[src/verilog/patch_task_pkg.sv]
// constants and carrier types for the patch burst download task block
package patch_task_pkg;
	localparam int CLK_HZ = 100000000;
	localparam int TIMEOUT_UNIT_MS = 100;
	localparam int CYCLES_PER_UNIT = CLK_HZ / 1000 * TIMEOUT_UNIT_MS;
	localparam logic [7:0] MODE_REG_OFFSET = 8'h03;
	localparam logic [6:0] INVALID_ADDR = 7'h00;
	localparam int ADDR_LSB = 0;
	localparam int ADDR_MSB = 6;
	localparam int SIZE_LSB = 8;
	localparam int SIZE_MSB = 39;
	localparam int TMO_LSB = 48;
	localparam int TMO_MSB = 53;
	localparam logic [5:0] TMO_RECOMMENDED = 6'h32;
	localparam int PATCH_RAM_DEPTH = 1024;
	localparam int PTR_W = 10;
	// start status codes
	localparam logic [7:0] START_OK = 8'h00;
	localparam logic [7:0] START_BAD_SIZE = 8'h04;
	localparam logic [7:0] START_BAD_ADDR = 8'h05;
	localparam logic [7:0] START_BAD_TMO = 8'h06;
	// standard task return codes
	localparam logic [7:0] RET_OK = 8'h00;
	localparam logic [7:0] RET_REJECT = 8'h03;
	// config failure codes
	localparam logic [7:0] CFAIL_NONE = 8'h00;
	localparam logic [7:0] CFAIL_VERSION = 8'h01;
	localparam logic [7:0] CFAIL_TOO_BIG = 8'h02;
	localparam logic [7:0] CFAIL_CRC = 8'h03;
	localparam logic [7:0] HDR_VERSION_OK = 8'h01;
	// config loader states
	localparam logic [7:0] CST_NODATA = 8'h00;
	localparam logic [7:0] CST_LOAD_I2C = 8'h04;
	localparam logic [7:0] CST_DONE = 8'h05;
	localparam logic [7:0] CST_ERROR = 8'h06;
	localparam logic [7:0] CST_APPLIED = 8'h07;
	localparam logic [7:0] CST_NOT_APPLIED = 8'h08;
	// patch loader states
	localparam logic [7:0] PST_NOPATCH = 8'h00;
	localparam logic [7:0] PST_LOADING = 8'h01;
	localparam logic [7:0] PST_LOADED = 8'h02;
	localparam logic [7:0] PST_RUNNING = 8'h03;
	localparam logic [7:0] PST_ERROR = 8'h06;
	// completion status codes
	localparam logic [7:0] CCS_OK = 8'h00;
	localparam logic [7:0] CCS_WARN = 8'h40;
	localparam logic [7:0] CCS_FAIL = 8'h80;
	localparam logic [7:0] PCS_OK = 8'h00;
	localparam logic [7:0] PCS_NOT_READY = 8'h20;
	localparam logic [7:0] PCS_CODE_CRC = 8'h43;
	localparam logic [7:0] CP_RETURN_OK = 8'h00;
	localparam logic [3:0] NIB_OK = 4'h0;
	localparam logic [3:0] NIB_WARN = 4'h4;
	localparam logic [3:0] NIB_ERR = 4'h8;
	localparam int VALID_FLAG_ONE = 1;
	localparam logic [7:0] FLAG_ONE = 8'h01;
	localparam logic [7:0] FLAG_ZERO = 8'h00;
	localparam logic [31:0] CRC_POLY = 32'h04c11db7;
	localparam logic [31:0] CRC_INIT = 32'hffffffff;

	typedef enum logic [3:0] {
		TASK_NONE = 4'h0,
		TASK_START = 4'h1,
		TASK_COMPLETE = 4'h2,
		TASK_EXIT = 4'h3,
		TASK_GO_PATCH = 4'h4
	} task_code_type;

	typedef struct packed {
		logic [31:0] calc_crc;
		logic [31:0] xfer_crc;
		logic [15:0] data_size;
		logic [7:0] hdr_version;
		logic [7:0] fail_code;
		logic [7:0] cfg_state;
		logic [7:0] cfg_valid;
		logic [7:0] patch_state;
		logic [7:0] patch_valid;
		logic [7:0] cfg_status;
		logic [7:0] patch_status;
		logic [7:0] cp_return;
		logic [3:0] patch_nibble;
		logic [3:0] cfg_nibble;
	} complete_report_type;

	typedef struct packed {
		logic valid;
		logic [7:0] data;
	} burst_byte_type;
endpackage

[src/verilog/patch_crc32.sv]
// byte-wise crc32 accumulator over the burst stream
`timescale 1ns/1ps
module patch_crc32 (
	input wire logic ref_clk_i,
	input wire logic nrst_i,
	input wire logic ce_i,
	input wire logic clear_i,
	input wire logic byte_en_i,
	input wire logic [7:0] byte_i,
	output logic [31:0] crc_o
);
	import patch_task_pkg::*;

	logic [31:0] crc_q;
	logic [31:0] crc_d;

	function automatic logic [31:0] crc_step(input logic [31:0] c,
			input logic [7:0] b);
		logic [31:0] r;
		logic [31:0] p;
		// reflected form, as the stream is shifted lsb first
		p = {<<{CRC_POLY}};
		r = c ^ {24'h000000, b};
		for (int i = 0; i < 8; i++) begin
			r = r[0] ? ((r >> 1) ^ p) : (r >> 1);
		end
		return r;
	endfunction

	always_comb begin
		crc_d = crc_q;
		if (clear_i) begin
			crc_d = CRC_INIT;
		end else if (byte_en_i) begin
			crc_d = crc_step(crc_q, byte_i);
		end
	end

	always_ff @(posedge ref_clk_i or negedge nrst_i) begin
		if (!nrst_i) begin
			crc_q <= CRC_INIT;
		end else if (ce_i) begin
			crc_q <= crc_d;
		end
	end

	assign crc_o = ~crc_q;
endmodule // patch_crc32

[src/verilog/patch_burst_download_tasks.sv]
// command interpreter for the patch burst download tasks
// Overview of operation
// - bundle address in bits 6:0; zero or strap-selected address is invalid
// - bundle size bytes 15:8 low to 39:32 high form one value
// - start status: 0 ok, 04 size, 05 address, 06 timeout invalid
// - start done once status is out; rejected in application mode
// - successful start moves secondary target address to bundle address
// - start task accepted only from the host target port
// - repeated start ignores data, restarts timer, rewinds write pointer
// - completion after all data; crc check, then patch init on pass
// - config failure code: none, version, too big, crc mismatch
// - config loader state codes 0x00 through 0x08
// - config and patch valid flags read one when content was valid
// - patch loader state codes 0x00 through 0x06
// - config completion status: 00 ok, 40 warning, 80 failure
// - patch completion status always valid, codes 00 to 45
// - config processing return always reports success
// - first byte holds patch and config return nibbles
// - completion restores address; success enters application mode
// - exit restores strap address, stays in patch mode; rejected in app
// - return-to-patch sets patch mode and disables phy when allowed
// - after return-to-patch, ready-for-patch event tells host to push
// - six-bit nonzero timeout in 100 ms units
`timescale 1ns/1ps
module patch_burst_download_tasks #(
	parameter int UNIT_CYCLES = patch_task_pkg::CYCLES_PER_UNIT,
	parameter logic [15:0] SRAM_BYTES = 16'h0400
) (
	input wire logic ref_clk_i,
	input wire logic nrst_i,
	input wire logic ce_i,
	input wire logic task_valid_i,
	input wire patch_task_pkg::task_code_type task_code_i,
	input wire logic from_host_port_i,
	input wire logic [63:0] task_data_i,
	input wire logic [6:0] strap_addr_i,
	input wire logic high_voltage_strap_option_i,
	input wire logic patched_over_i2c_i,
	input wire patch_task_pkg::burst_byte_type burst_i,
	output logic task_busy_o,
	output logic task_done_o,
	output logic [7:0] task_return_o,
	output patch_task_pkg::complete_report_type report_o,
	output logic [6:0] target_addr_o,
	output logic app_mode_o,
	output logic phy_disable_o,
	output logic patch_ready_event_o,
	output logic patch_init_o,
	output logic burst_active_o,
	output logic burst_timeout_o
);
	import patch_task_pkg::*;

	typedef enum logic [3:0] {
		ST_IDLE = 4'b0001,
		ST_EXEC = 4'b0010,
		ST_CHECK = 4'b0100,
		ST_DONE = 4'b1000
	} state_type;

	state_type state_q, state_d;
	task_code_type code_q, code_d;
	logic busy_q, busy_d;
	logic done_q, done_d;
	logic [7:0] ret_q, ret_d;
	complete_report_type rep_q, rep_d;
	logic [6:0] addr_q, addr_d;
	logic [6:0] bund_addr_q, bund_addr_d;
	logic app_q, app_d;
	logic phy_off_q, phy_off_d;
	logic ready_ev_q, ready_ev_d;
	logic init_q, init_d;
	logic burst_q, burst_d;
	logic tmo_ev_q, tmo_ev_d;
	logic [31:0] size_q, size_d;
	logic [5:0] tmo_q, tmo_d;
	logic [5:0] units_q, units_d;
	logic [31:0] tick_q, tick_d;
	logic [PTR_W-1:0] wptr_q, wptr_d;
	logic [31:0] rcount_q, rcount_d;
	logic [2:0] addr_taken_q;
	logic [7:0] ram [PATCH_RAM_DEPTH];
	logic crc_clear;
	logic byte_en;
	logic [31:0] crc_val;

	// strap pins are slow and asynchronous
	logic [6:0] strap_m_q, strap_s_q;
	logic hv_m_q, hv_s_q;

	function automatic logic addr_invalid(input logic [6:0] a,
			input logic [6:0] strap);
		return (a == INVALID_ADDR) || (a == strap);
	endfunction

	always_ff @(posedge ref_clk_i or negedge nrst_i) begin
		if (!nrst_i) begin
			strap_m_q <= 7'h00;
			strap_s_q <= 7'h00;
			hv_m_q <= 1'b0;
			hv_s_q <= 1'b0;
		end else if (ce_i) begin
			strap_m_q <= strap_addr_i;
			strap_s_q <= strap_m_q;
			hv_m_q <= high_voltage_strap_option_i;
			hv_s_q <= hv_m_q;
		end
	end

	// address loads and tasks open only once the strap sync has filled
	always_ff @(posedge ref_clk_i or negedge nrst_i) begin
		if (!nrst_i) begin
			addr_taken_q <= 3'h0;
		end else if (ce_i) begin
			addr_taken_q <= {addr_taken_q[1:0], 1'b1};
		end
	end

	assign byte_en = burst_q && burst_i.valid;

	patch_crc32 u_crc (
		.ref_clk_i(ref_clk_i),
		.nrst_i(nrst_i),
		.ce_i(ce_i),
		.clear_i(crc_clear),
		.byte_en_i(byte_en),
		.byte_i(burst_i.data),
		.crc_o(crc_val)
	);

	always_comb begin
		state_d = state_q;
		code_d = code_q;
		busy_d = busy_q;
		done_d = 1'b0;
		ret_d = ret_q;
		rep_d = rep_q;
		addr_d = addr_taken_q[2] ? addr_q : strap_s_q;
		bund_addr_d = bund_addr_q;
		app_d = app_q;
		phy_off_d = phy_off_q;
		ready_ev_d = 1'b0;
		init_d = 1'b0;
		burst_d = burst_q;
		tmo_ev_d = 1'b0;
		size_d = size_q;
		tmo_d = tmo_q;
		units_d = units_q;
		tick_d = tick_q;
		wptr_d = wptr_q;
		rcount_d = rcount_q;
		crc_clear = 1'b0;
		// burst timer in 100 ms units
		if (burst_q) begin
			if (tick_q >= UNIT_CYCLES - 1) begin
				tick_d = 32'h00000000;
				if (units_q >= tmo_q - 6'h01) begin
					burst_d = 1'b0;
					tmo_ev_d = 1'b1;
					addr_d = strap_s_q;
				end else begin
					units_d = units_q + 6'h01;
				end
			end else begin
				tick_d = tick_q + 32'h00000001;
			end
		end
		if (byte_en) begin
			wptr_d = wptr_q + {{(PTR_W-1){1'b0}}, 1'b1};
			rcount_d = rcount_q + 32'h00000001;
		end
		case (state_q)
			ST_IDLE: begin
				if (task_valid_i && task_code_i != TASK_NONE
						&& addr_taken_q[2]) begin
					code_d = task_code_i;
					busy_d = 1'b1;
					state_d = ST_EXEC;
				end
			end
			ST_EXEC: begin
				state_d = ST_DONE;
				case (code_q)
					TASK_START: begin
						if (app_q || !from_host_port_i) begin
							ret_d = RET_REJECT;
						end else if (burst_q) begin
							// repeat: ignore new task data, restart timer
							tick_d = 32'h00000000;
							units_d = 6'h00;
							wptr_d = '0;
							rcount_d = 32'h00000000;
							crc_clear = 1'b1;
							ret_d = START_OK;
						end else if (task_data_i[SIZE_MSB:SIZE_LSB]
								== 32'h00000000) begin
							ret_d = START_BAD_SIZE;
						end else if (addr_invalid(
								task_data_i[ADDR_MSB:ADDR_LSB],
								strap_s_q)) begin
							ret_d = START_BAD_ADDR;
						end else if (task_data_i[TMO_MSB:TMO_LSB]
								== 6'h00) begin
							ret_d = START_BAD_TMO;
						end else begin
							size_d = task_data_i[SIZE_MSB:SIZE_LSB];
							tmo_d = task_data_i[TMO_MSB:TMO_LSB];
							bund_addr_d = task_data_i[ADDR_MSB:ADDR_LSB];
							addr_d = task_data_i[ADDR_MSB:ADDR_LSB];
							burst_d = 1'b1;
							tick_d = 32'h00000000;
							units_d = 6'h00;
							wptr_d = '0;
							rcount_d = 32'h00000000;
							crc_clear = 1'b1;
							rep_d.patch_state = PST_LOADING;
							rep_d.cfg_state = CST_LOAD_I2C;
							ret_d = START_OK;
						end
					end
					TASK_COMPLETE: begin
						if (app_q) begin
							ret_d = RET_REJECT;
						end else begin
							burst_d = 1'b0;
							addr_d = strap_s_q;
							state_d = ST_CHECK;
						end
					end
					TASK_EXIT: begin
						if (app_q) begin
							ret_d = RET_REJECT;
						end else begin
							burst_d = 1'b0;
							addr_d = strap_s_q;
							ret_d = RET_OK;
						end
					end
					TASK_GO_PATCH: begin
						if (!app_q || !hv_s_q || patched_over_i2c_i) begin
							ret_d = RET_REJECT;
						end else begin
							app_d = 1'b0;
							phy_off_d = 1'b1;
							ready_ev_d = 1'b1;
							ret_d = RET_OK;
						end
					end
					default: begin
						ret_d = RET_REJECT;
					end
				endcase
			end
			ST_CHECK: begin
				state_d = ST_DONE;
				rep_d.calc_crc = crc_val;
				rep_d.xfer_crc = size_q; // crc carried in the start size word
				rep_d.data_size = rcount_q[15:0];
				rep_d.hdr_version = HDR_VERSION_OK;
				rep_d.cp_return = CP_RETURN_OK;
				if (rcount_q[15:0] > SRAM_BYTES) begin
					rep_d.fail_code = CFAIL_TOO_BIG;
				end else if (crc_val != size_q) begin
					rep_d.fail_code = CFAIL_CRC;
				end else begin
					rep_d.fail_code = CFAIL_NONE;
				end
				if (rcount_q[15:0] <= SRAM_BYTES && crc_val == size_q) begin
					rep_d.cfg_state = CST_APPLIED;
					rep_d.cfg_valid = FLAG_ONE;
					rep_d.patch_valid = FLAG_ONE;
					rep_d.patch_state = PST_RUNNING;
					rep_d.cfg_status = CCS_OK;
					rep_d.patch_status = PCS_OK;
					rep_d.patch_nibble = NIB_OK;
					rep_d.cfg_nibble = NIB_OK;
					init_d = 1'b1;
					app_d = 1'b1;
					ret_d = RET_OK;
				end else begin
					rep_d.cfg_state = CST_NOT_APPLIED;
					rep_d.cfg_valid = FLAG_ZERO;
					rep_d.patch_valid = FLAG_ZERO;
					rep_d.patch_state = PST_ERROR;
					rep_d.cfg_status = CCS_FAIL;
					rep_d.patch_status = PCS_CODE_CRC;
					rep_d.patch_nibble = NIB_ERR;
					rep_d.cfg_nibble = NIB_ERR;
					ret_d = {NIB_ERR, NIB_ERR};
				end
			end
			ST_DONE: begin
				busy_d = 1'b0;
				done_d = 1'b1;
				code_d = TASK_NONE;
				state_d = ST_IDLE;
			end
			default: begin
				state_d = ST_IDLE;
				busy_d = 1'b0;
			end
		endcase
	end

	always_ff @(posedge ref_clk_i) begin
		if (ce_i && byte_en) begin
			ram[wptr_q] <= burst_i.data;
		end
	end

	always_ff @(posedge ref_clk_i or negedge nrst_i) begin
		if (!nrst_i) begin
			state_q <= ST_IDLE;
			code_q <= TASK_NONE;
			busy_q <= 1'b0;
			done_q <= 1'b0;
			ret_q <= 8'h00;
			rep_q <= '{cfg_state: CST_NODATA, patch_state: PST_NOPATCH,
				patch_status: PCS_NOT_READY, cp_return: CP_RETURN_OK,
				default: '0};
			addr_q <= 7'h00;
			bund_addr_q <= 7'h00;
			app_q <= 1'b0;
			phy_off_q <= 1'b0;
			ready_ev_q <= 1'b0;
			init_q <= 1'b0;
			burst_q <= 1'b0;
			tmo_ev_q <= 1'b0;
			size_q <= 32'h00000000;
			tmo_q <= TMO_RECOMMENDED;
			units_q <= 6'h00;
			tick_q <= 32'h00000000;
			wptr_q <= '0;
			rcount_q <= 32'h00000000;
		end else if (ce_i) begin
			state_q <= state_d;
			code_q <= code_d;
			busy_q <= busy_d;
			done_q <= done_d;
			ret_q <= ret_d;
			rep_q <= rep_d;
			addr_q <= addr_d;
			bund_addr_q <= bund_addr_d;
			app_q <= app_d;
			phy_off_q <= phy_off_d;
			ready_ev_q <= ready_ev_d;
			init_q <= init_d;
			burst_q <= burst_d;
			tmo_ev_q <= tmo_ev_d;
			size_q <= size_d;
			tmo_q <= tmo_d;
			units_q <= units_d;
			tick_q <= tick_d;
			wptr_q <= wptr_d;
			rcount_q <= rcount_d;
		end
	end

	assign task_busy_o = busy_q;
	assign task_done_o = done_q;
	assign task_return_o = ret_q;
	assign report_o = rep_q;
	assign target_addr_o = addr_q;
	assign app_mode_o = app_q;
	assign phy_disable_o = phy_off_q;
	assign patch_ready_event_o = ready_ev_q;
	assign patch_init_o = init_q;
	assign burst_active_o = burst_q;
	assign burst_timeout_o = tmo_ev_q;
endmodule // patch_burst_download_tasks

[config.mk]
export PLATFORM = sky130hd
export DESIGN_NAME = patch_burst_download_tasks
export DESIGN_NICKNAME = d
export VERILOG_FILES = /design/src/verilog/patch_task_pkg.sv /design/src/verilog/patch_crc32.sv /design/src/verilog/patch_burst_download_tasks.sv
export SDC_FILE = /design/constraint.sdc
export NUM_CORES = 1
export LEC_CHECK = 0
export BUFFER_PORTS_ARGS = -buffer_cell sky130_fd_sc_hd__buf_2
export CAP_MARGIN = 40
export CORE_AREA = 2 2 165 167
export CTS_CLUSTER_SIZE = 20
export DETAILED_ROUTE_END_ITERATION = 12
export DIE_AREA = 0 0 167 169
export HOLD_SLACK_MARGIN = 0.08
export PLACE_DENSITY = 0.78
export SLEW_MARGIN = 10
export SYNTH_ARGS = -nofsm -noshare
export SYNTH_HDL_FRONTEND = slang
export SYNTH_SLANG_ARGS = --single-unit
[constraint.sdc]
create_clock -name ref_clk_i -period 2.89 [get_ports ref_clk_i]
set_input_delay 0.578 -clock ref_clk_i [delete_from_list [all_inputs] [get_ports ref_clk_i]]
set_output_delay 0.578 -clock ref_clk_i [all_outputs]
set_load 0.01 [all_outputs]
### Yosys cells after proc, flatten, opt, wreduce, memory -nomap -nowiden

Cells that the tools add are included.

| storage, ports and cells | value |
|---|---|
| flip-flop bits (word level) | 335 |
| input port bits | 91 |
| output and inout port bits | 183 |
| logic and storage cells | 229 |

| cells by class | value |
|---|---|
| $add $sub $neg | 4 |
| $lt $le $gt $ge | 4 |
| equal/unequal tests | 22 |
| muxes and demuxes | 116 |
| bitwise logic cells | 17 |
| reduce and logical (&&, ||, !) cells | 30 |

Operators by type and width:

| kind | number |
|---|---|
| 2-to-1 mux 32 bit | 27 |
| 2-to-1 mux 8 bit | 14 |
| NOT 13 -> 14 bit | 8 |
| 2-to-1 mux 7 bit | 11 |
| adder 32 x 1 -> 32 bit (second input constant) | 2 |
| 2-to-1 mux 6 bit | 10 |
| one-hot mux 8 bit (2 select lines) | 3 |
| 2-to-1 mux 44 bit | 1 |
| equality test 32 bit | 1 |
| greater-or-equal comparator 32 x 24 -> 1 bit (second input constant) | 1 |
| zero test 32 bit | 1 |
| != test 32 bit | 1 |
| NOT 32 bit | 1 |
| one-hot mux 8 bit (4 select lines) | 1 |
| bitwise XOR 32 x 8 -> 32 bit | 1 |
| 2-to-1 mux 1 bit | 30 |
| greater-than comparator 16 x 11 -> 1 bit (second input constant) | 1 |
| less-or-equal comparator 16 x 11 -> 1 bit (second input constant) | 1 |
| 2-to-1 mux 4 bit | 4 |
| != test 2 bit (second input constant) | 8 |
| AND reduction 8 bit | 2 |
| 2-to-1 mux 3 bit | 5 |
| one-hot mux 7 bit (2 select lines) | 1 |
| equality test 4 x 2 -> 1 bit (second input constant) | 3 |
| other kinds (26) | 55 |

### Longest topological paths before layout

Gate-level depths: netlist of the first run.

| logic depth | value |
|---|---|
| depth in word-level cells | 19 |
| depth in mapped cells | 13 |
| mapped depth without buffers | 11 |

### By module

From an unflattened synthesis of the first run, not the netlist that was laid out.

| second synthesis, totals | value |
|---|---|
| cell total of the unflattened synthesis | 1296 |
| area total of the unflattened synthesis | 13261.5 um2 |

By module, submodules not included:

| module | times used | cells each | area each (um2) | sequential area each (um2) |
|---|---|---|---|---|
| patch_burst_download_tasks | 1 | 1127 | 11066.9 | 5711.7 |
| patch_crc32 | 1 | 169 | 2194.6 | 840.8 |

### Worst setup path before layout of the first run

Ideal clock, no wire load.

| path | value |
|---|---|
| kind | register to register |
| start point | reg tmo_q[1] |
| end point | reg units_q[5] |
| setup time | 0.078 ns |
| data arrival time | 2.635 ns |
| setup slack | 0.177 ns |
| stages on the path, launching flop included | 12 |
| buffers on the path | 1 |
| cell sequence | dfstp_2 > inv_1 > ha_1 > xnor2_1 > ha_1 > a2111oi_0 > o21ai_1 > and2_1 > clkbuf_1 > nor4bb_1 > or3b_1 > a21oi_1 |

| between the ends | value |
|---|---|
| longest elaborated chain between the ends | 12 |

RTL lines:

| what | RTL line | RTL |
|---|---|---|
| start, declared | patch_burst_download_tasks.sv:76 | `logic [5:0] tmo_q, tmo_d;` |
| start signal, assigned | patch_burst_download_tasks.sv:351 | `tmo_q <= tmo_d;` |
| subtractor 6 x 1 -> 6 bit * | patch_burst_download_tasks.sv:157 | `if (units_q >= tmo_q - 6'h01) begin` |
| greater-or-equal comparator 6 bit * | patch_burst_download_tasks.sv:157 |  |
| 2-to-1 mux 6 bit * | patch_burst_download_tasks.sv:157 |  |
| 2-to-1 mux 6 bit * | patch_burst_download_tasks.sv:155 | `if (tick_q >= UNIT_CYCLES - 1) begin` |
| 2-to-1 mux 6 bit * | patch_burst_download_tasks.sv:154 | `if (burst_q) begin` |
| 2-to-1 mux 6 bit | patch_burst_download_tasks.sv:202 | `end else if (task_data_i[TMO_MSB:TMO_LSB]` |
| 2-to-1 mux 6 bit | patch_burst_download_tasks.sv:198 | `end else if (addr_invalid(` |
| 2-to-1 mux 6 bit | patch_burst_download_tasks.sv:195 | `end else if (task_data_i[SIZE_MSB:SIZE_LSB]` |
| 2-to-1 mux 6 bit | patch_burst_download_tasks.sv:187 | `end else if (burst_q) begin` |
| 2-to-1 mux 6 bit | patch_burst_download_tasks.sv:185 | `if (app_q \|\| !from_host_port_i) begin` |
| 2-to-1 mux 6 bit | patch_burst_download_tasks.sv:183 | `case (code_q)` |
| 2-to-1 mux 6 bit * | patch_burst_download_tasks.sv:172 | `case (state_q)` |
| end signal, assigned | patch_burst_download_tasks.sv:352 | `units_q <= units_d;` |
| end, declared | patch_burst_download_tasks.sv:77 | `logic [5:0] units_q, units_d;` |

Every way passes the cells marked *; elsewhere a longest branch is shown, timed or not.
A chain may end at the register's enable or synchronous reset.

### Worst setup path after layout of the first run

| path | value |
|---|---|
| start point | reg state_q[0] |
| end point | reg size_q[0] |

| between the ends | value |
|---|---|
| longest elaborated chain between the ends | 2 |

RTL lines:

| what | RTL line | RTL |
|---|---|---|
| start, declared | patch_burst_download_tasks.sv:61 | `state_type state_q, state_d;` |
| start signal, assigned | patch_burst_download_tasks.sv:336 | `state_q <= state_d;` |
| equality test 4 x 2 -> 1 bit | patch_burst_download_tasks.sv:172 |  |
| AND reduction 8 bit (no line) | -- |  |
| end signal, assigned | patch_burst_download_tasks.sv:350 | `size_q <= size_d;` |
| end, declared | patch_burst_download_tasks.sv:75 | `logic [31:0] size_q, size_d;` |

No other way between the ends.

==> flow_results.xml, run 1 <==
<?xml version="1.0" encoding="UTF-8"?>
<metrics>
  <group name="timing">
    <metric name="worst_pin_slew" unit="ns">0.913</metric>
    <metric name="fin_skew" unit="ns">0.0211</metric>
    <metric name="rsz0062_at_grt" unit="">no</metric>
    <metric name="timing.final.crit_share" unit="%">94.3</metric>
    <metric name="fin_hold_ws" unit="ns">0.257</metric>
    <metric name="setup-tns-final" unit="ns">0</metric>
    <metric name="rel_slew_slack" unit="%">38.7</metric>
    <metric name="hold_viol" unit="">0</metric>
    <metric name="finalCriticalPeriod" unit="ns">2.72</metric>
    <metric name="worst_slack" unit="ns">0.166</metric>
    <metric name="report.final.setup_viol" unit="">0</metric>
    <metric name="max_freq" unit="MHz">367</metric>
    <metric name="timing_max_transition_violations_final" unit="">0</metric>
  </group>
  <group name="floorplanning">
    <metric name="die_x" unit="microns">167</metric>
    <metric name="row_count" unit="">60</metric>
    <metric name="io-pin-count" unit="">274</metric>
    <metric name="fp.dieArea" unit="sq um">28200</metric>
    <metric name="die-height" unit="microns">169</metric>
    <metric name="core_region_area" unit="sq um">26500</metric>
    <metric name="initial_core_util" unit="%">49.3</metric>
  </group>
  <group name="final_layout">
    <metric name="final_core_util" unit="%">57.6</metric>
    <metric name="final_cell_area" unit="sq um">15300</metric>
    <metric name="drive_gt1_share" unit="%">25.5</metric>
    <metric name="final_cell_count_no_fill" unit="">1852</metric>
    <metric name="final_net_count" unit="">1589</metric>
    <metric name="synthToLayoutAreaGrowth" unit="%">16.9</metric>
  </group>
  <group name="detailed_routing">
    <metric name="post_drt_wl_per_cell" unit="microns">17.6</metric>
    <metric name="vias_per_cell" unit="">5.46</metric>
    <metric name="route.final.wire_length" unit="mm">32.7</metric>
    <metric name="drt_pre_antenna_iters" unit="">6</metric>
    <metric name="drc_violations_left" unit="">0</metric>
    <metric name="detailroute.via_count" unit="">10100</metric>
    <metric name="initial_detailed_routing_violation_count" unit="">774</metric>
    <metric name="antenna_left" unit="">0</metric>
  </group>
  <group name="synthesis">
    <metric name="synth_common_cells" unit="">260 x sky130_fd_sc_hd__nand2_1, 223 x sky130_fd_sc_hd__dfrtp_1, 104 x sky130_fd_sc_hd__xnor2_1</metric>
    <metric name="synthesis.instances" unit="">1284</metric>
    <metric name="postSynthRegisterBits" unit="">260</metric>
    <metric name="yosys.cell_types.count" unit="">73</metric>
    <metric name="synthFlopType" unit="">sky130_fd_sc_hd__dfrtp_1</metric>
    <metric name="netlist_area" unit="sq um">13100</metric>
    <metric name="syn_avg_cell_area" unit="sq um">10.2</metric>
    <metric name="synth.most_common_cell" unit="">sky130_fd_sc_hd__nand2_1</metric>
    <metric name="synth_seq_area_share" unit="%">50.2</metric>
    <metric name="synth-edff-count" unit="">0</metric>
    <metric name="netlist.area_leader.share" unit="%">42.7</metric>
    <metric name="synthArstFlopShare" unit="%">100</metric>
    <metric name="yosysTopAreaCell" unit="">sky130_fd_sc_hd__dfrtp_1</metric>
    <metric name="ys_top_cells_by_area" unit="">sky130_fd_sc_hd__dfrtp_1 43%, sky130_fd_sc_hd__nand2_1 7.5%, sky130_fd_sc_hd__dfstp_2 7.4%</metric>
    <metric name="ys.warnings.count" unit="">0</metric>
  </group>
  <group name="global_route">
    <metric name="global_route.usage.total" unit="%">22.8</metric>
    <metric name="antenna_found_initial" unit="">4</metric>
    <metric name="grt_first_pass_wirelength" unit="mm">52.6</metric>
    <metric name="gr-total-overflow" unit="">0</metric>
    <metric name="grt_max_degree" unit="">95</metric>
    <metric name="grt_pass1_vias" unit="">9907</metric>
  </group>
  <group name="power">
    <metric name="ir_drop" unit="mV">0.534</metric>
    <metric name="totalPowerFinal" unit="mW">12.1</metric>
    <metric name="leakage_power_summed_over_all_cells" unit="nW">7.49</metric>
    <metric name="p_per_area" unit="nW/um^2">795</metric>
  </group>
  <group name="place">
    <metric name="gpl.final_weighted_congestion" unit="">0.870</metric>
    <metric name="placed_area" unit="sq um">14400</metric>
    <metric name="port_buffers" unit="">190</metric>
    <metric name="placed_cells" unit="">1798</metric>
    <metric name="post-dp-hpwl" unit="mm">23.5</metric>
    <metric name="place_worst_setup_slack" unit="ns">0.0862</metric>
  </group>
  <group name="cts">
    <metric name="cts_tree" unit="">built</metric>
    <metric name="worstSkewPairLatency" unit="ns">0.55</metric>
    <metric name="postCtsSetupRepairBufs" unit="">0</metric>
    <metric name="clock-sinks" unit="">260</metric>
    <metric name="cts-root-to-sink-buffers" unit="">3</metric>
    <metric name="cts_buffers" unit="">27</metric>
    <metric name="htree_levels" unit="">1</metric>
    <metric name="cts.reportedPaths.clkPinSlew" unit="ns">0.06</metric>
    <metric name="cts_root_buf" unit="">sky130_fd_sc_hd__clkbuf_16</metric>
  </group>
  <group name="setup_path">
    <metric name="endpoint_kind" unit="">flop</metric>
    <metric name="worstPathCellList" unit="">or4b_4 -&gt; nor2_8 -&gt; nand2_4 -&gt; nor4_4 -&gt; buf_12 -&gt; mux2_1</metric>
    <metric name="worstReg2RegEnd" unit="">size_q[0]</metric>
    <metric name="timing.critical_path.from" unit="">state_q[0]</metric>
    <metric name="r2r_slack" unit="ns">0.17</metric>
    <metric name="crit_path_end" unit="">size_q[0]</metric>
    <metric name="path_max_fanout" unit="">32</metric>
    <metric name="critPathKind" unit="">reg2reg</metric>
    <metric name="library_cell_contributing_the_largest_single_delay_on_the_critical_path" unit="">sky130_fd_sc_hd__nor4_4</metric>
    <metric name="worst_ep_required_time" unit="ns">3.32</metric>
    <metric name="worstPathArrival" unit="ns">3.15</metric>
    <metric name="rr_worst_depth" unit="">6</metric>
    <metric name="startpoint_type" unit="">flop</metric>
    <metric name="critical_path.max_stage_delay" unit="ns">0.69</metric>
    <metric name="r2r-start" unit="">state_q[0]</metric>
  </group>
  <group name="hold_path">
    <metric name="timing.hold.worst.class" unit="">in2reg</metric>
  </group>
  <group name="status">
    <metric name="status" unit="">completed</metric>
  </group>
  <group name="run">
    <metric name="maxCapViolations" unit="">0</metric>
  </group>
</metrics>
[cell type report]
cell class	instances	area, sq um
antenna	3	7.51
clock buffer	38	747
clock inverter	12	121
fill	2192	11200
inverter	22	82.6
multi-input combinational	938	5890
sequential	260	6550
tap	341	427
timing repair buffer	238	1450
[logic make-up after synthesis]
logic type | Yosys count | share of synthesized area, %
xor+xnor | 154 | 10.3
fa+ha+maj | 11 | 1.05
compound gates | 170 | 8.58
other cells | 1 | 0.0287
buf+inv | 149 | 6.81
mux | 62 | 6.14
flops | 260 | 50.2
simple gates | 477 | 16.9
[state kept, by name, indices dropped and copies added, names as in the netlist, 3 cells and up]
| signal | cells |
|---|---|
| state_q | 4 |
| units_q | 6 |
| report_o | 90 |
| tmo_q | 6 |
| strap_s_q | 7 |
| code_q | 4 |
| task_return_o | 4 |
| tick_q | 32 |
| addr_taken_q | 3 |
| target_addr_o | 7 |
| u_crc.crc_q | 32 |
| rcount_q | 16 |
| size_q | 32 |
| strap_m_q | 7 |
[routing by layer]
layer / vias to the layer above / track usage, % / wire (microns)
li1: 4673 / - / -
met1: 4920 / 30.4 / 13500
met4: 2 / 7.42 / 1150
met3: 77 / 3.88 / 2400
met5: - / 0 / 12
met2: 435 / 38.3 / 15700
[critical path, delay by kind of cell, from the launching register on]
kind / cells / cell delay (ns)
simple gates: 4 / 1.52
flops: 1 / 0.39
mux: 1 / 0.35
buf+inv: 1 / 0.34
[how the worst min path moves through the flow]
stage                          from               to  cells after the start  slack (ns)
finish               task_code_i[3]        code_q[3]                      3        0.26
global route        strap_addr_i[5]     strap_m_q[5]                      2        0.27
CTS                  task_code_i[2]        code_q[2]                      3        0.24
detailed placement    phy_disable_o    phy_disable_o                      1        0.45
global placement       report_o[72]     report_o[72]                      1        0.44
floorplan                    nrst_i  addr_taken_q[0]                      0        0.28
[where the power goes]
part | total, mW | internal, mW | switching [mW] | leakage, nW
clock network | 3.44 | 1.98 | 1.46 | 0.420
logic | 3.64 | 1.75 | 1.90 | 3.70
registers | 5.06 | 4.29 | 0.764 | 3.37
total | 12.1 | 8.02 | 4.12 | 7.49
[cells in the final DEF, fill, tap and decap left out, drive strengths merged, types with 27 or more instances in the layout]
cell type / n
nand2: 261
buf: 237
dfrtp: 223
xnor2: 104
o21ai: 71
nor2: 69
conb: 64
mux2: 55
xor2: 50
clkbuf: 38
dfstp: 37
o211ai: 35
nand3: 29
nor4: 27
[timing repair]
item / in CTS / in global routing
hold buffers: 1 / 0
hold endpoints to repair: 27 / 0
setup endpoints to repair: 0 / 4
gates resized for setup: 0 / 6
No activity file was read; power rests on OpenSTA's default activity.
==> inputs of run 2 (changes only) <==
Settings changed: CTS_CLUSTER_DIAMETER from default to 80.
Clock period 2.89 ns to 2.3 ns, I/O delays scaled along.
==> run 2 against run 1 <==
Effect of this change:
- critical path depth up 5
- total power up 19%
- final cell count up 3.6%
- critical endpoint is now target_addr_o[6]
- register-to-register slack worse by 0.52 ns
- highest routed layer unchanged
- worst hold slack worse by 0.064 ns
- the run now ends with negative setup slack left
- first-iteration DRC count up 13%
- sequential share of layout area down 1.2 points
- maximum frequency up 2.6%
- non-clock buffer count up 89
- clock power down 13%
- critical path type unchanged
- via count up 1.9%
==> flow_results.xml, run 2 (synthesis results as in run 1) <==
<?xml version="1.0" encoding="UTF-8"?>
<metrics>
  <group name="status">
    <metric name="status" unit="">finished, violations left</metric>
    <metric name="violations" unit="">negative setup slack</metric>
  </group>
  <group name="cts">
    <metric name="worstSkewPairLatency" unit="ns">0.50</metric>
    <metric name="htree_levels" unit="">1</metric>
    <metric name="cts_root_buf" unit="">sky130_fd_sc_hd__clkbuf_16</metric>
    <metric name="cts.reportedPaths.clkPinSlew" unit="ns">0.09</metric>
    <metric name="clock-sinks" unit="">260</metric>
    <metric name="cts_tree" unit="">built</metric>
    <metric name="cts_buffers" unit="">17</metric>
    <metric name="cts-root-to-sink-buffers" unit="">3</metric>
  </group>
  <group name="final_layout">
    <metric name="regArea" unit="sq um">6550</metric>
    <metric name="layout_common_cells" unit="">258 x sky130_fd_sc_hd__nand2_1, 223 x sky130_fd_sc_hd__dfrtp_1, 189 x sky130_fd_sc_hd__buf_2</metric>
    <metric name="final_cell_count_no_fill" unit="">1919</metric>
    <metric name="fill_cells" unit="">2194</metric>
    <metric name="final_net_count" unit="">1668</metric>
    <metric name="layout_commonest_cell" unit="">sky130_fd_sc_hd__nand2_1</metric>
    <metric name="final_core_util" unit="%">59.4</metric>
    <metric name="area_of_the_multi_input_gates" unit="sq um">6030</metric>
    <metric name="drive_gt1_share" unit="%">30.1</metric>
    <metric name="largest_register_ffs" unit="">90</metric>
    <metric name="synthToLayoutAreaGrowth" unit="%">20.4</metric>
  </group>
  <group name="timing">
    <metric name="worst_slack" unit="ns">-0.356</metric>
    <metric name="rel_slew_slack" unit="%">60.4</metric>
    <metric name="finalCriticalPeriod" unit="ns">2.66</metric>
    <metric name="rsz0062_at_grt" unit="">yes</metric>
    <metric name="hold_viol" unit="">0</metric>
    <metric name="timing.final.crit_share" unit="%">115</metric>
    <metric name="timing_max_transition_violations_final" unit="">0</metric>
    <metric name="report.final.setup_viol" unit="">15</metric>
    <metric name="fin_skew" unit="ns">0.0257</metric>
    <metric name="worst_pin_slew" unit="ns">0.590</metric>
    <metric name="max_freq" unit="MHz">377</metric>
  </group>
  <group name="global_route">
    <metric name="global_route.usage.total" unit="%">23.6</metric>
    <metric name="gr-total-overflow" unit="">0</metric>
    <metric name="grt_max_degree" unit="">122</metric>
    <metric name="grt_pass1_vias" unit="">10000</metric>
    <metric name="antenna_found_initial" unit="">4</metric>
    <metric name="grt_first_pass_wirelength" unit="mm">53.7</metric>
  </group>
  <group name="power">
    <metric name="ir_drop" unit="mV">0.702</metric>
    <metric name="leakage_power_summed_over_all_cells" unit="nW">7.76</metric>
    <metric name="p_per_area" unit="nW/um^2">922</metric>
  </group>
  <group name="detailed_routing">
    <metric name="detailroute.via_count" unit="">10300</metric>
    <metric name="drc_violations_left" unit="">0</metric>
    <metric name="antenna_left" unit="">0</metric>
    <metric name="drt_pre_antenna_iters" unit="">5</metric>
    <metric name="post_drt_wl_per_cell" unit="microns">17.7</metric>
    <metric name="vias_per_cell" unit="">5.37</metric>
    <metric name="route.final.wire_length" unit="mm">33.9</metric>
    <metric name="initial_detailed_routing_violation_count" unit="">878</metric>
  </group>
  <group name="floorplanning">
    <metric name="io-pin-count" unit="">274</metric>
    <metric name="die-height" unit="microns">169</metric>
    <metric name="core_region_area" unit="sq um">26500</metric>
    <metric name="fp.dieArea" unit="sq um">28200</metric>
    <metric name="die_x" unit="microns">167</metric>
    <metric name="initial_core_util" unit="%">49.3</metric>
    <metric name="row_count" unit="">60</metric>
  </group>
  <group name="place">
    <metric name="port_buffers" unit="">190</metric>
    <metric name="post-dp-hpwl" unit="mm">25.1</metric>
    <metric name="placed_cells" unit="">1880</metric>
    <metric name="gpl.final_weighted_congestion" unit="">0.876</metric>
  </group>
  <group name="hold_path">
    <metric name="timing.hold.worst.class" unit="">in2reg</metric>
    <metric name="hold_depth" unit="">2</metric>
    <metric name="worstHoldStart" unit="">strap_addr_i[2]</metric>
    <metric name="holdPathEnd" unit="">strap_m_q[2]</metric>
  </group>
  <group name="setup_path">
    <metric name="r2r-start" unit="">tmo_q[1]</metric>
    <metric name="worstReg2RegEnd" unit="">target_addr_o[6]</metric>
    <metric name="endpoint_kind" unit="">flop</metric>
    <metric name="worst_ep_required_time" unit="ns">2.68</metric>
    <metric name="path_max_fanout" unit="">7</metric>
    <metric name="rr_worst_depth" unit="">11</metric>
    <metric name="timing.critical_path.from" unit="">tmo_q[1]</metric>
    <metric name="worstPathArrival" unit="ns">3.03</metric>
    <metric name="startpoint_type" unit="">flop</metric>
    <metric name="r2r_slack" unit="ns">-0.36</metric>
    <metric name="critPathKind" unit="">reg2reg</metric>
  </group>
  <group name="run">
    <metric name="maxCapViolations" unit="">0</metric>
  </group>
</metrics>
==> run 2: worst max-delay path, cell delays in order, from the launching register on <==
cell,delay [ns]
sky130_fd_sc_hd__dfstp_2,0.57
sky130_fd_sc_hd__inv_2,0.06
sky130_fd_sc_hd__ha_4,0.16
sky130_fd_sc_hd__xnor2_2,0.12
sky130_fd_sc_hd__ha_2,0.19
sky130_fd_sc_hd__a2111oi_4,0.38
sky130_fd_sc_hd__o21ai_2,0.12
sky130_fd_sc_hd__and2_4,0.17
sky130_fd_sc_hd__buf_4,0.14
sky130_fd_sc_hd__a31o_4,0.28
sky130_fd_sc_hd__mux2_2,0.24
sky130_fd_sc_hd__o2111ai_1,0.10
==> run 2: area by class of cell <==
class | instances | area share (%)
flip-flops and latches | 260 | 41.7
multi-input cells | 938 | 38.3
repair buffers | 327 | 13.6
clock buffers | 27 | 2.94
well taps | 341 | 2.71
inverters | 22 | 0.525
clock inverters | 2 | 0.175
diodes | 2 | 0.0318
==> run 2: worst max path at each step <==
stage | slack, ns | to
5_1_grt | -0.45 | units_q[5]
4_1_cts | -0.30 | units_q[5]
6_report | -0.36 | target_addr_o[6]
3_3_place_gp | -0.71 | tmo_q[2]
3_5_place_dp | -0.41 | units_q[5]
2_1_floorplan | -0.29 | units_q[5]
==> run 2: repair_timing <==
item                                   CTS  global route
setup endpoints to repair               51            45
buffers inserted                         7             3
endpoints found under the hold margin   28             0
resized for setup                       14            13
pin swaps                                7             6
hold buffers                             1             0
==> run 2: through the flow <==
stage / setup TNS (ns) / area [sq um] / setup WS (ns) / hold slack [ns] / total power [mW]
after floorplan: -1.46 / 13400 / -0.288 / 0.164 / 9.59
after global placement: -49.93 / 15000 / -0.705 / 0.393 / 11.1
after detailed placement: -36.29 / 15000 / -0.415 / 0.400 / 11.2
after CTS: -2.62 / 15700 / -0.304 / 0.171 / 14.5
after global routing: -5.10 / 15700 / -0.454 / 0.175 / 15.3
final: -3.59 / 15700 / -0.356 / 0.193 / 14.5
==> run 2: layer usage <==
| metal | part of all wire, % | wire [microns] | GRT usage [%] | vias to the layer above |
|---|---|---|---|---|
| li1 | - | - | - | 4812 |
| met1 | 42 | 14200 | 30.9 | 5032 |
| met2 | 48 | 16300 | 39.6 | 384 |
| met3 | 6.5 | 2200 | 4.16 | 70 |
| met4 | 3.6 | 1240 | 8.40 | 4 |
| met5 | 0.068 | 23 | 0 | - |
==> run 2: report_power, final <==
part           leakage, nW  total (mW)  switching [mW]  internal, mW
Combinational         4.16        5.30            2.66          2.64
Clock                0.234        2.99            1.57          1.42
Sequential            3.37        6.21           0.831          5.38
==> inputs of run 3 (changes only) <==
Settings changed: ABC_AREA from default to 1, CORE_AREA 2 2 165 167 to 2 2 170 172, DIE_AREA 0 0 167 169 to 0 0 172 174.
==> run 3 against run 2 <==
Effect of this change:
- the run still ends with negative setup slack left
- wire length increased by 4.0%
- largest cell class unchanged
- critical path depth increased by 7
- non-clock buffer count decreased by 69
- highest routed layer is now met4
- via count increased by 15%
- combinational power increased by 42%
==> flow_results.xml, run 3 <==
<?xml version="1.0" encoding="UTF-8"?>
<metrics>
  <group name="status">
    <metric name="status" unit="">finished, violations left</metric>
    <metric name="violations" unit="">negative setup slack</metric>
  </group>
  <group name="hold_path">
    <metric name="hold_depth" unit="">3</metric>
    <metric name="timing.hold.worst.class" unit="">in2reg</metric>
  </group>
  <group name="timing">
    <metric name="timing.final.crit_share" unit="%">108</metric>
    <metric name="worst_pin_slew" unit="ns">0.662</metric>
    <metric name="timing_max_transition_violations_final" unit="">0</metric>
    <metric name="hold_viol" unit="">0</metric>
    <metric name="max_freq" unit="MHz">404</metric>
    <metric name="fin_skew" unit="ns">0.0302</metric>
    <metric name="worst_slack" unit="ns">-0.177</metric>
    <metric name="report.final.setup_viol" unit="">15</metric>
    <metric name="rsz0062_at_grt" unit="">yes</metric>
    <metric name="setup-tns-final" unit="ns">-1.91</metric>
    <metric name="fin_hold_ws" unit="ns">0.157</metric>
    <metric name="finalCriticalPeriod" unit="ns">2.48</metric>
    <metric name="rel_slew_slack" unit="%">55.7</metric>
  </group>
  <group name="cts">
    <metric name="clock-sinks" unit="">260</metric>
    <metric name="worstSkewPairLatency" unit="ns">0.51</metric>
    <metric name="cts-root-to-sink-buffers" unit="">3</metric>
    <metric name="htree_levels" unit="">1</metric>
    <metric name="cts_root_buf" unit="">sky130_fd_sc_hd__clkbuf_16</metric>
    <metric name="cts_tree" unit="">built</metric>
    <metric name="cts_buffers" unit="">17</metric>
    <metric name="cts.reportedPaths.clkPinSlew" unit="ns">0.08</metric>
  </group>
  <group name="final_layout">
    <metric name="layout_commonest_cell" unit="">sky130_fd_sc_hd__nand2_1</metric>
    <metric name="final_net_count" unit="">2026</metric>
    <metric name="largest_register_ffs" unit="">90</metric>
    <metric name="drive_gt1_share" unit="%">22.7</metric>
    <metric name="final_core_util" unit="%">57.7</metric>
    <metric name="layout_common_cells" unit="">444 x sky130_fd_sc_hd__nand2_1, 222 x sky130_fd_sc_hd__dfrtp_1, 197 x sky130_fd_sc_hd__inv_1</metric>
    <metric name="synthToLayoutAreaGrowth" unit="%">15.7</metric>
    <metric name="final_cell_count_no_fill" unit="">2322</metric>
  </group>
  <group name="power">
    <metric name="leakage_power_summed_over_all_cells" unit="nW">8.42</metric>
    <metric name="cellInternalPower" unit="mW">10.8</metric>
    <metric name="p_sw" unit="mW">7.38</metric>
    <metric name="clockPowerShare" unit="%">17.3</metric>
    <metric name="totalPowerFinal" unit="mW">18.1</metric>
    <metric name="p_per_area" unit="nW/um^2">1110</metric>
    <metric name="ir_drop" unit="mV">0.541</metric>
    <metric name="seq_power_share" unit="%">41.3</metric>
    <metric name="netSwitchingFraction" unit="%">40.7</metric>
    <metric name="combinationalPowerShare" unit="%">41.4</metric>
  </group>
  <group name="floorplanning">
    <metric name="core_region_area" unit="sq um">28200</metric>
    <metric name="die-height" unit="microns">174</metric>
    <metric name="row_count" unit="">62</metric>
    <metric name="fp.dieArea" unit="sq um">29900</metric>
    <metric name="initial_core_util" unit="%">49.9</metric>
    <metric name="die_x" unit="microns">172</metric>
    <metric name="io-pin-count" unit="">274</metric>
  </group>
  <group name="setup_path">
    <metric name="worst_ep_required_time" unit="ns">2.69</metric>
    <metric name="path_max_fanout" unit="">5</metric>
    <metric name="library_cell_contributing_the_largest_single_delay_on_the_critical_path" unit="">sky130_fd_sc_hd__dfstp_2</metric>
    <metric name="critical_path.max_stage_delay" unit="ns">0.56</metric>
    <metric name="startpoint_type" unit="">flop</metric>
    <metric name="endpoint_kind" unit="">flop</metric>
    <metric name="worstPathCellList" unit="">nor2_2 -&gt; nand2_2 -&gt; buf_6 -&gt; xor2_2 -&gt; ha_1 -&gt; a21o_1 -&gt; nand3_1 -&gt; nand3_1 -&gt; nor2_2 -&gt; inv_2 -&gt; nand2_2 -&gt; nand2_4 -&gt; nand2_4 -&gt; nand2_4 -&gt; nand2_2 -&gt; nand2_1 -&gt; nand2_1 -&gt; nand2_1</metric>
    <metric name="worstPathArrival" unit="ns">2.87</metric>
    <metric name="rr_worst_depth" unit="">18</metric>
    <metric name="critPathKind" unit="">reg2reg</metric>
  </group>
  <group name="place">
    <metric name="placed_cells" unit="">2280</metric>
    <metric name="post-dp-hpwl" unit="mm">26.2</metric>
    <metric name="port_buffers" unit="">190</metric>
    <metric name="gpl.final_weighted_congestion" unit="">0.886</metric>
  </group>
  <group name="synthesis">
    <metric name="synth.most_common_cell" unit="">sky130_fd_sc_hd__nand2_1</metric>
    <metric name="yosys.cell_types.count" unit="">54</metric>
    <metric name="ys.warnings.count" unit="">0</metric>
    <metric name="yosysTopAreaCell" unit="">sky130_fd_sc_hd__dfrtp_1</metric>
    <metric name="compound_gate_portion_of_the_synthesized_area" unit="%">10.8</metric>
    <metric name="arithmetic_cell_share_of_the_synthesized_area_counting_full_adders_half_adders_and_majority_gates" unit="%">0.977</metric>
    <metric name="synth_simple_gate_area_share" unit="%">23.4</metric>
    <metric name="postSynthRegisterBits" unit="">260</metric>
    <metric name="synth_mux_area_share" unit="%">0</metric>
    <metric name="syn_avg_cell_area" unit="sq um">8.23</metric>
    <metric name="netlist.area_leader.share" unit="%">39.6</metric>
    <metric name="synth_seq_area_share" unit="%">46.5</metric>
    <metric name="synthArstFlopShare" unit="%">100</metric>
    <metric name="synth_common_cells" unit="">457 x sky130_fd_sc_hd__nand2_1, 223 x sky130_fd_sc_hd__dfrtp_1, 201 x sky130_fd_sc_hd__inv_1</metric>
    <metric name="synth_top_family_by_area" unit="">simple AND/OR/NAND/NOR gates</metric>
    <metric name="synth-xor-area-share" unit="%">6.77</metric>
    <metric name="synthesis.instances" unit="">1711</metric>
    <metric name="netlist_area" unit="sq um">14100</metric>
    <metric name="synth-edff-count" unit="">0</metric>
    <metric name="ys_top_cells_by_area" unit="">sky130_fd_sc_hd__dfrtp_1 40%, sky130_fd_sc_hd__nand2_1 12%, sky130_fd_sc_hd__dfstp_2 6.9%</metric>
    <metric name="synthFlopType" unit="">sky130_fd_sc_hd__dfrtp_1</metric>
  </group>
  <group name="global_route">
    <metric name="global_route.usage.total" unit="%">23.7</metric>
    <metric name="gr-total-overflow" unit="">0</metric>
    <metric name="grt_first_pass_wirelength" unit="mm">57.6</metric>
    <metric name="met2_usage" unit="%">39.2</metric>
    <metric name="antenna_found_initial" unit="">4</metric>
    <metric name="use_met3" unit="%">3.92</metric>
    <metric name="top_usage_layer" unit="">met2</metric>
    <metric name="grt_pass1_vias" unit="">11500</metric>
    <metric name="grt_max_degree" unit="">61</metric>
    <metric name="grt_use_met1" unit="%">31.7</metric>
  </group>
  <group name="detailed_routing">
    <metric name="antenna_left" unit="">0</metric>
    <metric name="detailroute.via_count" unit="">11800</metric>
    <metric name="drc_violations_left" unit="">0</metric>
    <metric name="vias_per_cell" unit="">5.10</metric>
    <metric name="route.final.wire_length" unit="mm">35.3</metric>
    <metric name="initial_detailed_routing_violation_count" unit="">777</metric>
    <metric name="drt_pre_antenna_iters" unit="">5</metric>
    <metric name="post_drt_wl_per_cell" unit="microns">15.2</metric>
  </group>
  <group name="run">
    <metric name="maxCapViolations" unit="">0</metric>
  </group>
</metrics>
==> run 3: changes by cell type after synthesis, moves of 16 or more <==
cell                       delta
sky130_fd_sc_hd__xor2_1      +19
sky130_fd_sc_hd__mux2_2      -19
sky130_fd_sc_hd__o211ai_1    -16
sky130_fd_sc_hd__nor2_1      +22
sky130_fd_sc_hd__xnor2_1     -86
sky130_fd_sc_hd__mux2_4      -30
sky130_fd_sc_hd__inv_1      +180
sky130_fd_sc_hd__o21ai_2     +28
sky130_fd_sc_hd__nand2_1    +197
sky130_fd_sc_hd__a21oi_1     +27
sky130_fd_sc_hd__nand3_1     +65
sky130_fd_sc_hd__nor4_1      -22
sky130_fd_sc_hd__o21ai_0     +49
==> run 3: what timing repair did <==
item / in CTS / in global routing
cloned: 1 / 0
pin swaps: 13 / 14
buffers inserted: 6 / 1
endpoints found under the setup margin: 14 / 18
resized for setup: 20 / 20
hold buffers: 1 / 0
endpoints found under the hold margin: 29 / 0
==> run 3: logic make-up after synthesis <==
family,count (synthesis)
AND/OR/NAND/NOR,753
other,1
adder cells (fa/ha/maj),11
flip-flops,260
AO/OA/AOI/OAI,252
buffers and inverters,338
XOR/XNOR,96
==> run 3: metrics by stage <==
| step | setup slack, ns | cell area [sq um] |
|---|---|---|
| 3_5_place_dp | -0.348 | 15500 |
| 6_report | -0.177 | 16300 |
| 2_1_floorplan | -0.00642 | 14400 |
| 4_1_cts | -0.161 | 16200 |
| 3_3_place_gp | -0.193 | 15500 |
| 5_1_grt | -0.320 | 16300 |
==> run 3: worst paths after layout <==
path,end,startpoint,slack [ns]
hold / removal,hv_m_q,high_voltage_strap_option_i,0.16
hold reg to reg,report_o[21],report_o[21],0.47
setup reg to reg,target_addr_o[5],tmo_q[1],-0.18
setup / recovery,target_addr_o[5],tmo_q[1],-0.18
max in group asynchronous,u_crc.crc_q[28],nrst_i,1.08
min in group asynchronous,report_o[130],nrst_i,0.48
==> run 3: per-layer routing <==
metal	share of wire, %	up-vias
li1	-	5752
met1	43	5627
met2	48	385
met3	6.0	69
met4	3.4	0
met5	0	-
==> run 3: power by group through the flow <==
| stage | sequential, mW | clock, mW | combinational [mW] |
|---|---|---|---|
| 3_3_place_gp | 7.49 | 0 | 6.95 |
| 4_1_cts | 7.46 | 3.22 | 7.44 |
| 6_report | 7.50 | 3.13 | 7.51 |
| 3_5_place_dp | 7.54 | 0 | 7.21 |
| 2_1_floorplan | 7.48 | 0 | 4.87 |
| 5_1_grt | 7.68 | 3.34 | 8.47 |
==> run 3: area by class of cell <==
type                            instances  area [sq um]
Inverter                              210           791
Multi-Input combinational cell       1177          6320
Antenna cell                            3          7.51
Clock inverter                          4          60.1
Tap cell                              384           480
Sequential cell                       260          6550
Clock buffer                           26           459
Timing Repair Buffer                  258          1630
Fill cell                            2558         11900
==> run 3: critical path: cells and delay by family (launching register included) <==
| family | cells | cell delay [ns] |
|---|---|---|
| flops | 1 | 0.56 |
| simple gates | 13 | 1.03 |
| compound gates | 1 | 0.18 |
| xor+xnor | 1 | 0.14 |
| fa+ha+maj | 1 | 0.28 |
| buf+inv | 2 | 0.17 |
